$ cat src/logic/ssl_pkg.sv
// Shared constants for the serial-to-parallel shift latch block
package ssl_pkg;
    // ------------------------------------------------------------------
    // Data path sizes
    // ------------------------------------------------------------------
    localparam int SSL_WIDTH       = 8;
    localparam int SSL_FIFO_DEPTH  = 16;
    localparam int SSL_CASCADE_IDX = 7;

    // ------------------------------------------------------------------
    // Reset values
    // ------------------------------------------------------------------
    localparam logic [7:0] SSL_STAGE_RST = 8'h00;
    localparam logic [7:0] SSL_LATCH_RST = 8'h00;
    localparam logic [7:0] SSL_CLEAR_VAL = 8'h00;

    // ------------------------------------------------------------------
    // Positions of the pin inputs in the synchroniser vector
    // ------------------------------------------------------------------
    localparam int SSL_PIN_SIN  = 0;
    localparam int SSL_PIN_SHCK = 1;
    localparam int SSL_PIN_STCK = 2;
    localparam int SSL_PIN_CLRN = 3;
    localparam int SSL_PIN_OEN  = 4;
    localparam int SSL_PIN_NUM  = 5;
    // Clocks idle low, clear and output enable idle inactive (high)
    localparam logic [4:0] SSL_PIN_RST = 5'h18;
endpackage

$ cat src/logic/ssl_stream_if.sv
// Valid/ready word stream between the shift latch and its FIFO
`timescale 1ns/1ps
interface ssl_stream_if #(
    parameter int W = 8
) ();
    logic         valid;
    logic         ready;
    logic [W-1:0] data;

    modport src (output valid, output data, input ready);
    modport snk (input valid, input data, output ready);
endinterface

$ cat src/logic/ssl_fifo.sv
// Word FIFO with registered read data for captured latch words
`timescale 1ns/1ps
module ssl_fifo #(
    parameter int W     = 8,
    parameter int DEPTH = 16
) (
    // Clock and control
    input  wire logic              i_mclk,
    input  wire logic              i_rst_n,
    input  wire logic              i_ce,
    // Streams
    ssl_stream_if.snk              push,
    ssl_stream_if.src              pop,
    // Status
    output logic [$clog2(DEPTH):0] o_level
);
    import ssl_pkg::*;

    // ------------------------------------------------------------------
    // Storage
    // ------------------------------------------------------------------
    // DEPTH must be a power of two so the pointers wrap on their own
    localparam int AW = $clog2(DEPTH);
    localparam logic [AW:0] FULL_CNT = (AW+1)'(DEPTH);

    logic [W-1:0]  mem [DEPTH];
    logic [AW-1:0] wr_ptr;
    logic [AW-1:0] rd_ptr;
    logic [AW:0]   count;
    logic [W-1:0]  out_data;
    logic          out_valid;

    wire do_wr   = push.valid & push.ready;
    wire do_rd   = (count != '0) & (~out_valid | pop.ready);
    wire out_clr = out_valid & pop.ready & ~do_rd;

    assign push.ready = (count != FULL_CNT);
    assign pop.valid  = out_valid;
    assign pop.data   = out_data;
    assign o_level    = count;

    // ------------------------------------------------------------------
    // Pointers and read register
    // ------------------------------------------------------------------
    always_ff @(posedge i_mclk) begin
        if (!i_rst_n) begin
            wr_ptr    <= '0;
            rd_ptr    <= '0;
            count     <= '0;
            out_valid <= 1'b0;
            out_data  <= '0;
        end else if (i_ce) begin
            if (do_wr)
                wr_ptr <= wr_ptr + 1'b1;
            if (do_rd) begin
                rd_ptr    <= rd_ptr + 1'b1;
                out_data  <= mem[rd_ptr];
                out_valid <= 1'b1;
            end else if (out_clr) begin
                out_valid <= 1'b0;
            end
            case ({do_wr, do_rd})
                2'b10:   count <= count + 1'b1;
                2'b01:   count <= count - 1'b1;
                default: count <= count;
            endcase
        end
    end

    always_ff @(posedge i_mclk) begin
        if (i_ce && do_wr)
            mem[wr_ptr] <= push.data;
    end
endmodule

$ cat src/logic/ssl_shift_latch.sv
// Serial-in shift register with storage latch, three-state outputs and capture FIFO
//
// Behaviour
// - Eight shift stages feed an eight-bit storage latch whose parallel outputs can be switched off.
// - The shift stages and the latch each follow their own rising clock, independently.
// - Stages capture on a rising clock and the outputs show the new value from the next falling edge.
// - With both clocks tied together the latch holds the stage contents of one clock earlier.
// - A low clear forces all stages and the cascade output to zero and leaves the latch alone.
// - A rising storage clock while clear is low loads zeros into the latch.
// - A high output enable floats all eight parallel outputs while the cascade output stays driven.
// - A rising shift clock with clear inactive moves serial data into stage 0 and every stage up one.
// - A rising storage clock with clear inactive copies all stages into the latch; cascade is untouched.
// - When both clocks rise together the latch takes the stage contents from before the shift.
`timescale 1ns/1ps
module ssl_shift_latch #(
    parameter int WIDTH      = ssl_pkg::SSL_WIDTH,
    parameter int FIFO_DEPTH = ssl_pkg::SSL_FIFO_DEPTH
) (
    // Clock, reset, enable
    input  wire logic                          i_mclk,
    input  wire logic                          i_rst_n,
    input  wire logic                          i_ce,
    // Device pins in
    input  wire logic                          i_serial_in,
    input  wire logic                          i_shift_clock,
    input  wire logic                          i_storage_clock,
    input  wire logic                          i_shift_clear_n,
    input  wire logic                          i_output_enable_n,
    // Device pins out
    output logic [WIDTH-1:0]                   o_par_q,
    output logic [WIDTH-1:0]                   o_par_oe_n,
    output logic                               o_cascade,
    // Captured word stream
    output logic [WIDTH-1:0]                   o_word_data,
    output logic                               o_word_valid,
    input  wire logic                          i_word_ready,
    output logic                               o_capture_ready,
    output logic [$clog2(FIFO_DEPTH):0]        o_fifo_level,
    // Overflow status
    output logic                               o_overflow,
    input  wire logic                          i_overflow_clr
);
    import ssl_pkg::*;

    // ------------------------------------------------------------------
    // Pin synchronisers
    // ------------------------------------------------------------------
    // Pins are asynchronous to i_mclk: two flops, then a history flop
    // for edge detection so the first flop feeds only the second.
    logic [SSL_PIN_NUM-1:0] pin_meta;
    logic [SSL_PIN_NUM-1:0] pin_sync;
    logic [SSL_PIN_NUM-1:0] pin_prev;

    wire [SSL_PIN_NUM-1:0] pin_raw = {i_output_enable_n, i_shift_clear_n,
                                      i_storage_clock, i_shift_clock, i_serial_in};

    always_ff @(posedge i_mclk) begin
        if (!i_rst_n) begin
            pin_meta <= SSL_PIN_RST;
            pin_sync <= SSL_PIN_RST;
            pin_prev <= SSL_PIN_RST;
        end else if (i_ce) begin
            pin_meta <= pin_raw;
            pin_sync <= pin_meta;
            pin_prev <= pin_sync;
        end
    end

    // ------------------------------------------------------------------
    // Event decode
    // ------------------------------------------------------------------
    function automatic logic rise_of(input logic [SSL_PIN_NUM-1:0] now_v,
                                     input logic [SSL_PIN_NUM-1:0] old_v,
                                     input int idx);
        rise_of = now_v[idx] & ~old_v[idx];
    endfunction

    function automatic logic fall_of(input logic [SSL_PIN_NUM-1:0] now_v,
                                     input logic [SSL_PIN_NUM-1:0] old_v,
                                     input int idx);
        fall_of = ~now_v[idx] & old_v[idx];
    endfunction

    wire sin_bit   = pin_sync[SSL_PIN_SIN];
    wire clr_act   = ~pin_sync[SSL_PIN_CLRN];
    wire oe_off    = pin_sync[SSL_PIN_OEN];
    // Each clock has its own detector, so the two never interact
    wire sh_rise   = rise_of(pin_sync, pin_prev, SSL_PIN_SHCK);
    wire sh_fall   = fall_of(pin_sync, pin_prev, SSL_PIN_SHCK);
    wire st_rise   = rise_of(pin_sync, pin_prev, SSL_PIN_STCK);
    wire st_fall   = fall_of(pin_sync, pin_prev, SSL_PIN_STCK);

    // ------------------------------------------------------------------
    // Shift stages
    // ------------------------------------------------------------------
    logic [WIDTH-1:0] stage;
    logic [WIDTH-1:0] next_stage;

    // Clear dominates any shift edge seen in the same cycle
    assign next_stage = clr_act ? SSL_CLEAR_VAL :
                        sh_rise ? {stage[WIDTH-2:0], sin_bit} :
                                  stage;

    always_ff @(posedge i_mclk) begin
        if (!i_rst_n)
            stage <= SSL_STAGE_RST;
        else if (i_ce)
            stage <= next_stage;
    end

    // ------------------------------------------------------------------
    // Storage latch
    // ------------------------------------------------------------------
    logic [WIDTH-1:0] latch;
    logic [WIDTH-1:0] next_latch;

    // Reads the stage flops before this cycle's shift lands, so a shared
    // clock leaves the latch one shift behind.
    assign next_latch = !st_rise ? latch :
                        clr_act  ? SSL_CLEAR_VAL :
                                   stage;

    always_ff @(posedge i_mclk) begin
        if (!i_rst_n)
            latch <= SSL_LATCH_RST;
        else if (i_ce)
            latch <= next_latch;
    end

    // ------------------------------------------------------------------
    // Pin outputs
    // ------------------------------------------------------------------
    logic [WIDTH-1:0] par_q;
    logic             cas_q;
    logic [WIDTH-1:0] next_par_q;
    logic             next_cas_q;

    // New values appear on the falling half of each pin clock
    assign next_par_q = st_fall ? latch : par_q;
    // Clear reaches the cascade pin without waiting for a clock edge
    assign next_cas_q = clr_act ? 1'b0 :
                        sh_fall ? stage[SSL_CASCADE_IDX] : cas_q;

    always_ff @(posedge i_mclk) begin
        if (!i_rst_n) begin
            par_q <= SSL_LATCH_RST;
            cas_q <= 1'b0;
        end else if (i_ce) begin
            par_q <= next_par_q;
            cas_q <= next_cas_q;
        end
    end

    genvar gi;
    generate
        for (gi = 0; gi < WIDTH; gi++) begin : g_par
            assign o_par_q[gi]    = par_q[gi];
            assign o_par_oe_n[gi] = oe_off;
        end
    endgenerate

    // Cascade has no enable term: it is always driven
    assign o_cascade = cas_q;

    // ------------------------------------------------------------------
    // Capture FIFO
    // ------------------------------------------------------------------
    // Every latch load is also queued for on-chip consumers. The pins must
    // behave exactly like the device, so a full FIFO cannot stall the latch;
    // the word is dropped and flagged instead.
    ssl_stream_if #(.W(WIDTH)) push_if ();
    ssl_stream_if #(.W(WIDTH)) pop_if ();

    assign push_if.valid = st_rise;
    assign push_if.data  = next_latch;
    assign pop_if.ready  = i_word_ready;

    ssl_fifo #(
        .W     (WIDTH),
        .DEPTH (FIFO_DEPTH)
    ) u_fifo (
        .i_mclk  (i_mclk),
        .i_rst_n (i_rst_n),
        .i_ce    (i_ce),
        .push    (push_if),
        .pop     (pop_if),
        .o_level (o_fifo_level)
    );

    assign o_word_data     = pop_if.data;
    assign o_word_valid    = pop_if.valid;
    assign o_capture_ready = push_if.ready;

    // ------------------------------------------------------------------
    // Overflow flag
    // ------------------------------------------------------------------
    logic overflow;
    wire  ovf_set = st_rise & ~push_if.ready;

    always_ff @(posedge i_mclk) begin
        if (!i_rst_n)
            overflow <= 1'b0;
        else if (i_ce) begin
            // A drop in the clearing cycle still leaves the flag set
            if (ovf_set)
                overflow <= 1'b1;
            else if (i_overflow_clr)
                overflow <= 1'b0;
        end
    end

    assign o_overflow = overflow;
endmodule

$ cat config.mk
export PLATFORM = sky130hd
export DESIGN_NAME = ssl_shift_latch
export DESIGN_NICKNAME = d
export VERILOG_FILES = /design/src/logic/ssl_pkg.sv /design/src/logic/ssl_stream_if.sv /design/src/logic/ssl_fifo.sv /design/src/logic/ssl_shift_latch.sv
export SDC_FILE = /design/constraint.sdc
export NUM_CORES = 1
export LEC_CHECK = 0
export BUFFER_PORTS_ARGS = -buffer_cell sky130_fd_sc_hd__clkbuf_2
export CORE_MARGIN = 5
export CORE_UTILIZATION = 55
export CTS_CLUSTER_SIZE = 8
export DETAILED_ROUTE_END_ITERATION = 10
export GPL_TIMING_DRIVEN = 1
export PLACE_DENSITY = 0.84
export SYNTH_ARGS = -nofsm -noshare
export SYNTH_HDL_FRONTEND = slang
export SYNTH_SLANG_ARGS = --single-unit
$ cat constraint.sdc
create_clock -name i_mclk -period 3.1 [get_ports i_mclk]
set_clock_uncertainty 0.1 [all_clocks]
set_input_delay 0.93 -clock i_mclk [delete_from_list [all_inputs] [get_ports i_mclk]]
set_output_delay 0.93 -clock i_mclk [all_outputs]
set_load 0.1 [all_outputs]
==> impl_metrics.csv <==
group,metric,value,unit
floorplanning,die_width,127.7,microns
place,io_buffer_count,42,
power_and_ir_drop,seqPwrFrac,0.525,
worst_setup_path,cp-startpoint,"u_fifo.o_level[0]",
logic_synthesis,synth_fa_ha_area_frac,0.01314,
logic_synthesis,synth.cell_area,7619,sq um
clock_tree,clkLatencyLatePin,420,ps
detailed_routing,viasPerCell,5.860,
worst_setup_path,cp-end-kind,"primary output",
global_routing,grt_first_pass_wirelength,25280,microns
timing,finalHoldViolCount,0,
logic_synthesis,synth_simple_gate_area_share,0.08918,
power_and_ir_drop,total_leakage_power,3.013,nW
clock_tree,cts_tree,"yes",
worst_setup_path,critPathRequiredTime,2070,ps
worst_setup_path,rr_endpoint,"u_fifo.o_level[4]",
logic_synthesis,synthXorXnorAreaFrac,0.01018,
power_and_ir_drop,ir_worst_vdd,0.3783,mV
layout,syn2layout_area_growth,13.48,%
hold_path,worst_hold_startpoint,"o_overflow",
clock_tree,path_clk_slew,60,ps
power_and_ir_drop,power_density,597.3,nW/um^2
clock_tree,cts-root-buf,"sky130_fd_sc_hd__clkbuf_16",
layout,mostFrequentLayoutCells,"128 x sky130_fd_sc_hd__edfxtp_1, 66 x sky130_fd_sc_hd__mux2i_1, 54 x sky130_fd_sc_hd__dfxtp_1",
timing,report.final.setup_viol,0,
worst_setup_path,timing.rr.start,"pin_sync[2]",
worst_setup_path,cell_by_cell_trace_of_the_critical_path,"nor4_4 -> nand2_4 -> clkbuf_2",
global_routing,gr-usage-all-layers,0.2056,
worst_setup_path,logic_depth_of_the_worst_setup_path_including_buffers,3,
global_routing,globalRoute.totalOverflow,0,
timing,setup_tns,0,ps
worst_setup_path,r2r_setup_slack,420,ps
worst_setup_path,worstRegToRegCells,9,
layout,mostFrequentLayoutCell,"sky130_fd_sc_hd__edfxtp_1",
clock_tree,htreeDepth,4,
clock_tree,clock_sink_count,188,
worst_setup_path,worst_ep_arrival_time,1710,ps
logic_synthesis,synth_edf_count,128,
global_routing,maximum_number_of_pins_on_one_net_before_global_route_repair,31,
hold_path,holdCritPathClass,"reg -> reg",
power_and_ir_drop,power.combinational.fraction,0.090,
logic_synthesis,compound_gate_fraction_of_synth_area,0.07193,
clock_tree,clk_path_buf_depth,2,
worst_setup_path,setup.worst_path.class,"reg -> out",
clock_tree,cts.repair.resized,0,
logic_synthesis,synth.lib_cells_used.distinct,48,
worst_setup_path,critical_path_buffer_and_inverter_count,1,
floorplanning,design.die.area,16310,sq um
clock_tree,total_clock_buffers_created_by_cts,17,
timing,final_max_slew_viol_count,0,
logic_synthesis,async_reset_ff_frac,0,
floorplanning,area_of_the_core,13720,sq um
detailed_routing,detailedRoute.firstPassIterationCount,7,
floorplanning,initial_utilization,0.5553,
timing,fin_crit,2737,ps
logic_synthesis,seq_area_frac_synth,0.6622,
timing,grt_setup_unrepaired,"no",
timing,timing.fmax,365.4,MHz
clock_tree,cts_hold_buffers_added,0,
logic_synthesis,ys.warnings.count,0,
worst_setup_path,critical_path.max_fanout,7,
power_and_ir_drop,power_switching,1.221,mW
layout,utilization,0.6302,
detailed_routing,drcViolationCount,0,
detailed_routing,average_detailed_routed_wire_length_per_instance,19.69,microns
logic_synthesis,postSynthCellCount,562,
layout,ratio_of_cells_with_drive_above_1_in_the_final_layout,0.2070,
layout,num-fill-cells,980,
detailed_routing,postRouteAntennaNets,0,
power_and_ir_drop,power.clock.fraction,0.385,
status,outcome,"finished, final reports clean",
floorplanning,num_rows,43,
clock_tree,post_cts_buffers,0,
logic_synthesis,synth.net_count,580,
detailed_routing,vias,4735,
worst_setup_path,worstSetupStartpointType,"flop",
logic_synthesis,synth_flop_cell,"sky130_fd_sc_hd__edfxtp_1",
place,dp_hpwl,10410,microns
place,gp_congestion,0.8526,
logic_synthesis,yosys_register_bits,188,
global_routing,first_global_vias,4804,
detailed_routing,drt-total-wl,15910,microns
layout,num_antenna_cells,0,
floorplanning,die_h,127.7,microns
logic_synthesis,syn_area_per_cell,13.56,sq um
job,max_cap_violations,0,
logic_synthesis,proportion_of_synthesized_area_in_mux_cells,0.1207,
power_and_ir_drop,total_power,5.164,mW
floorplanning,top_level_ports,43,
logic_synthesis,combinational_family_with_the_most_area_after_synthesis,"multiplexers",
worst_setup_path,cp_top_delay_family,"simple AND/OR/NAND/NOR gates",
power_and_ir_drop,switching_share,0.2364,
detailed_routing,initial_detailed_routing_violation_count,526,
timing,worst_slew_margin_rel,0.4829,
layout,design.final.nets,633,
power_and_ir_drop,internal_power,3.943,mW
worst_setup_path,crit_end,"o_capture_ready",
timing,final_min_period_over_clock_period,0.8829,
worst_setup_path,crit_path_max_incr_delay,450,ps
global_routing,grt_antenna_before_repair,0,
timing,max_slew.worst_pin.slew,772.8,ps
worst_setup_path,worst_path_max_delay_cell,"sky130_fd_sc_hd__nor4_4",
worst register-to-register path, delay by kind of cell, from the launching register on:
family                   cells  cell delay, ps
AO/OA/AOI/OAI                3             610
XOR/XNOR                     1             150
adder cells (fa/ha/maj)      2             410
flip-flops                   1             400
multiplexers                 1             220
AND/OR/NAND/NOR              2             700
kinds of logic after synthesis:
logic type	after synthesis
AOI/OAI and AO/OA	86
xor gates and xnor gates	8
adders and majority gates	8
buffers and inverters	47
DFF	188
muxes	78
and+or+nand+nor	147
cell type report:
class | instances | area [sq um] | share of cell area
clock buffers | 24 | 471.7 | 0.05456
clock inverters | 8 | 68.82 | 0.007959
well taps | 180 | 225.2 | 0.02605
flip-flops and latches | 188 | 5052 | 0.5844
repair buffers | 75 | 457.9 | 0.05297
multi-input cells | 327 | 2347 | 0.2715
inverters | 6 | 22.52 | 0.002605
sequential cells by signal, indices dropped and copies added (netlist names):
name,count
u_fifo.rd_ptr,4
u_fifo.pop.data,8
o_par_q,8
u_fifo.o_level,5
pin_prev,2
u_fifo.wr_ptr,4
o_overflow,1
pin_sync,5
latch,8
u_fifo.mem,128
pin_meta,5
u_fifo.pop.valid,1
o_cascade,1
stage,8
metrics by stage:
stage               cell area, sq um  hold WS (ps)  setup slack, ps  std cells
floorplan                       7647         341.3            45.20        562
global placement                8105         348.0            244.0        776
detailed placement              8105         361.2            126.3        776
CTS                             8646         369.7            340.0        808
global route                    8646         393.8            227.8        808
finish                          8646         363.8            363.1        808
cell usage after synthesis, types with 11 or more instances:
library cell	n	area [sq um]
sky130_fd_sc_hd__o22ai_1	20	125.1
sky130_fd_sc_hd__o21ai_0	11	55.05
sky130_fd_sc_hd__mux2i_1	66	660.6
sky130_fd_sc_hd__mux4_2	11	247.7
sky130_fd_sc_hd__dfxtp_1	60	1201
sky130_fd_sc_hd__clkbuf_1	14	52.55
sky130_fd_sc_hd__nor2_1	47	176.4
sky130_fd_sc_hd__nand2_1	48	180.2
sky130_fd_sc_hd__nand3_1	13	65.06
sky130_fd_sc_hd__edfxtp_1	128	3844
sky130_fd_sc_hd__a21oi_1	16	80.08
sky130_fd_sc_hd__nor3_1	11	55.05
how the worst min path moves through the flow:
stage / slack, ps / to / cells past startpoint
floorplan: 340 / pin_meta[4] / 2
global placement: 350 / o_cascade / 2
detailed placement: 360 / o_overflow / 2
CTS: 370 / o_overflow / 2
global route: 390 / o_cascade / 2
finish: 360 / o_overflow / 2
layer usage:
metal / vias to the layer above / part of all wire / track usage
met5: - / 0 / 0
met4: 0 / 0.031 / 0.09613
met3: 39 / 0.063 / 0.04583
met2: 206 / 0.51 / 0.3472
met1: 2302 / 0.39 / 0.2533
li1: 2188 / - / -
power groups by stage:
stage,Combinational [mW],Sequential [mW],Clock [mW]
finish,0.464,2.71,1.99
global placement,0.452,2.76,0
detailed placement,0.460,2.77,0
CTS,0.463,2.71,2.02
floorplan,0.246,2.90,0
global route,0.491,2.71,2.15
No activity file was read; power rests on OpenSTA's default activity.
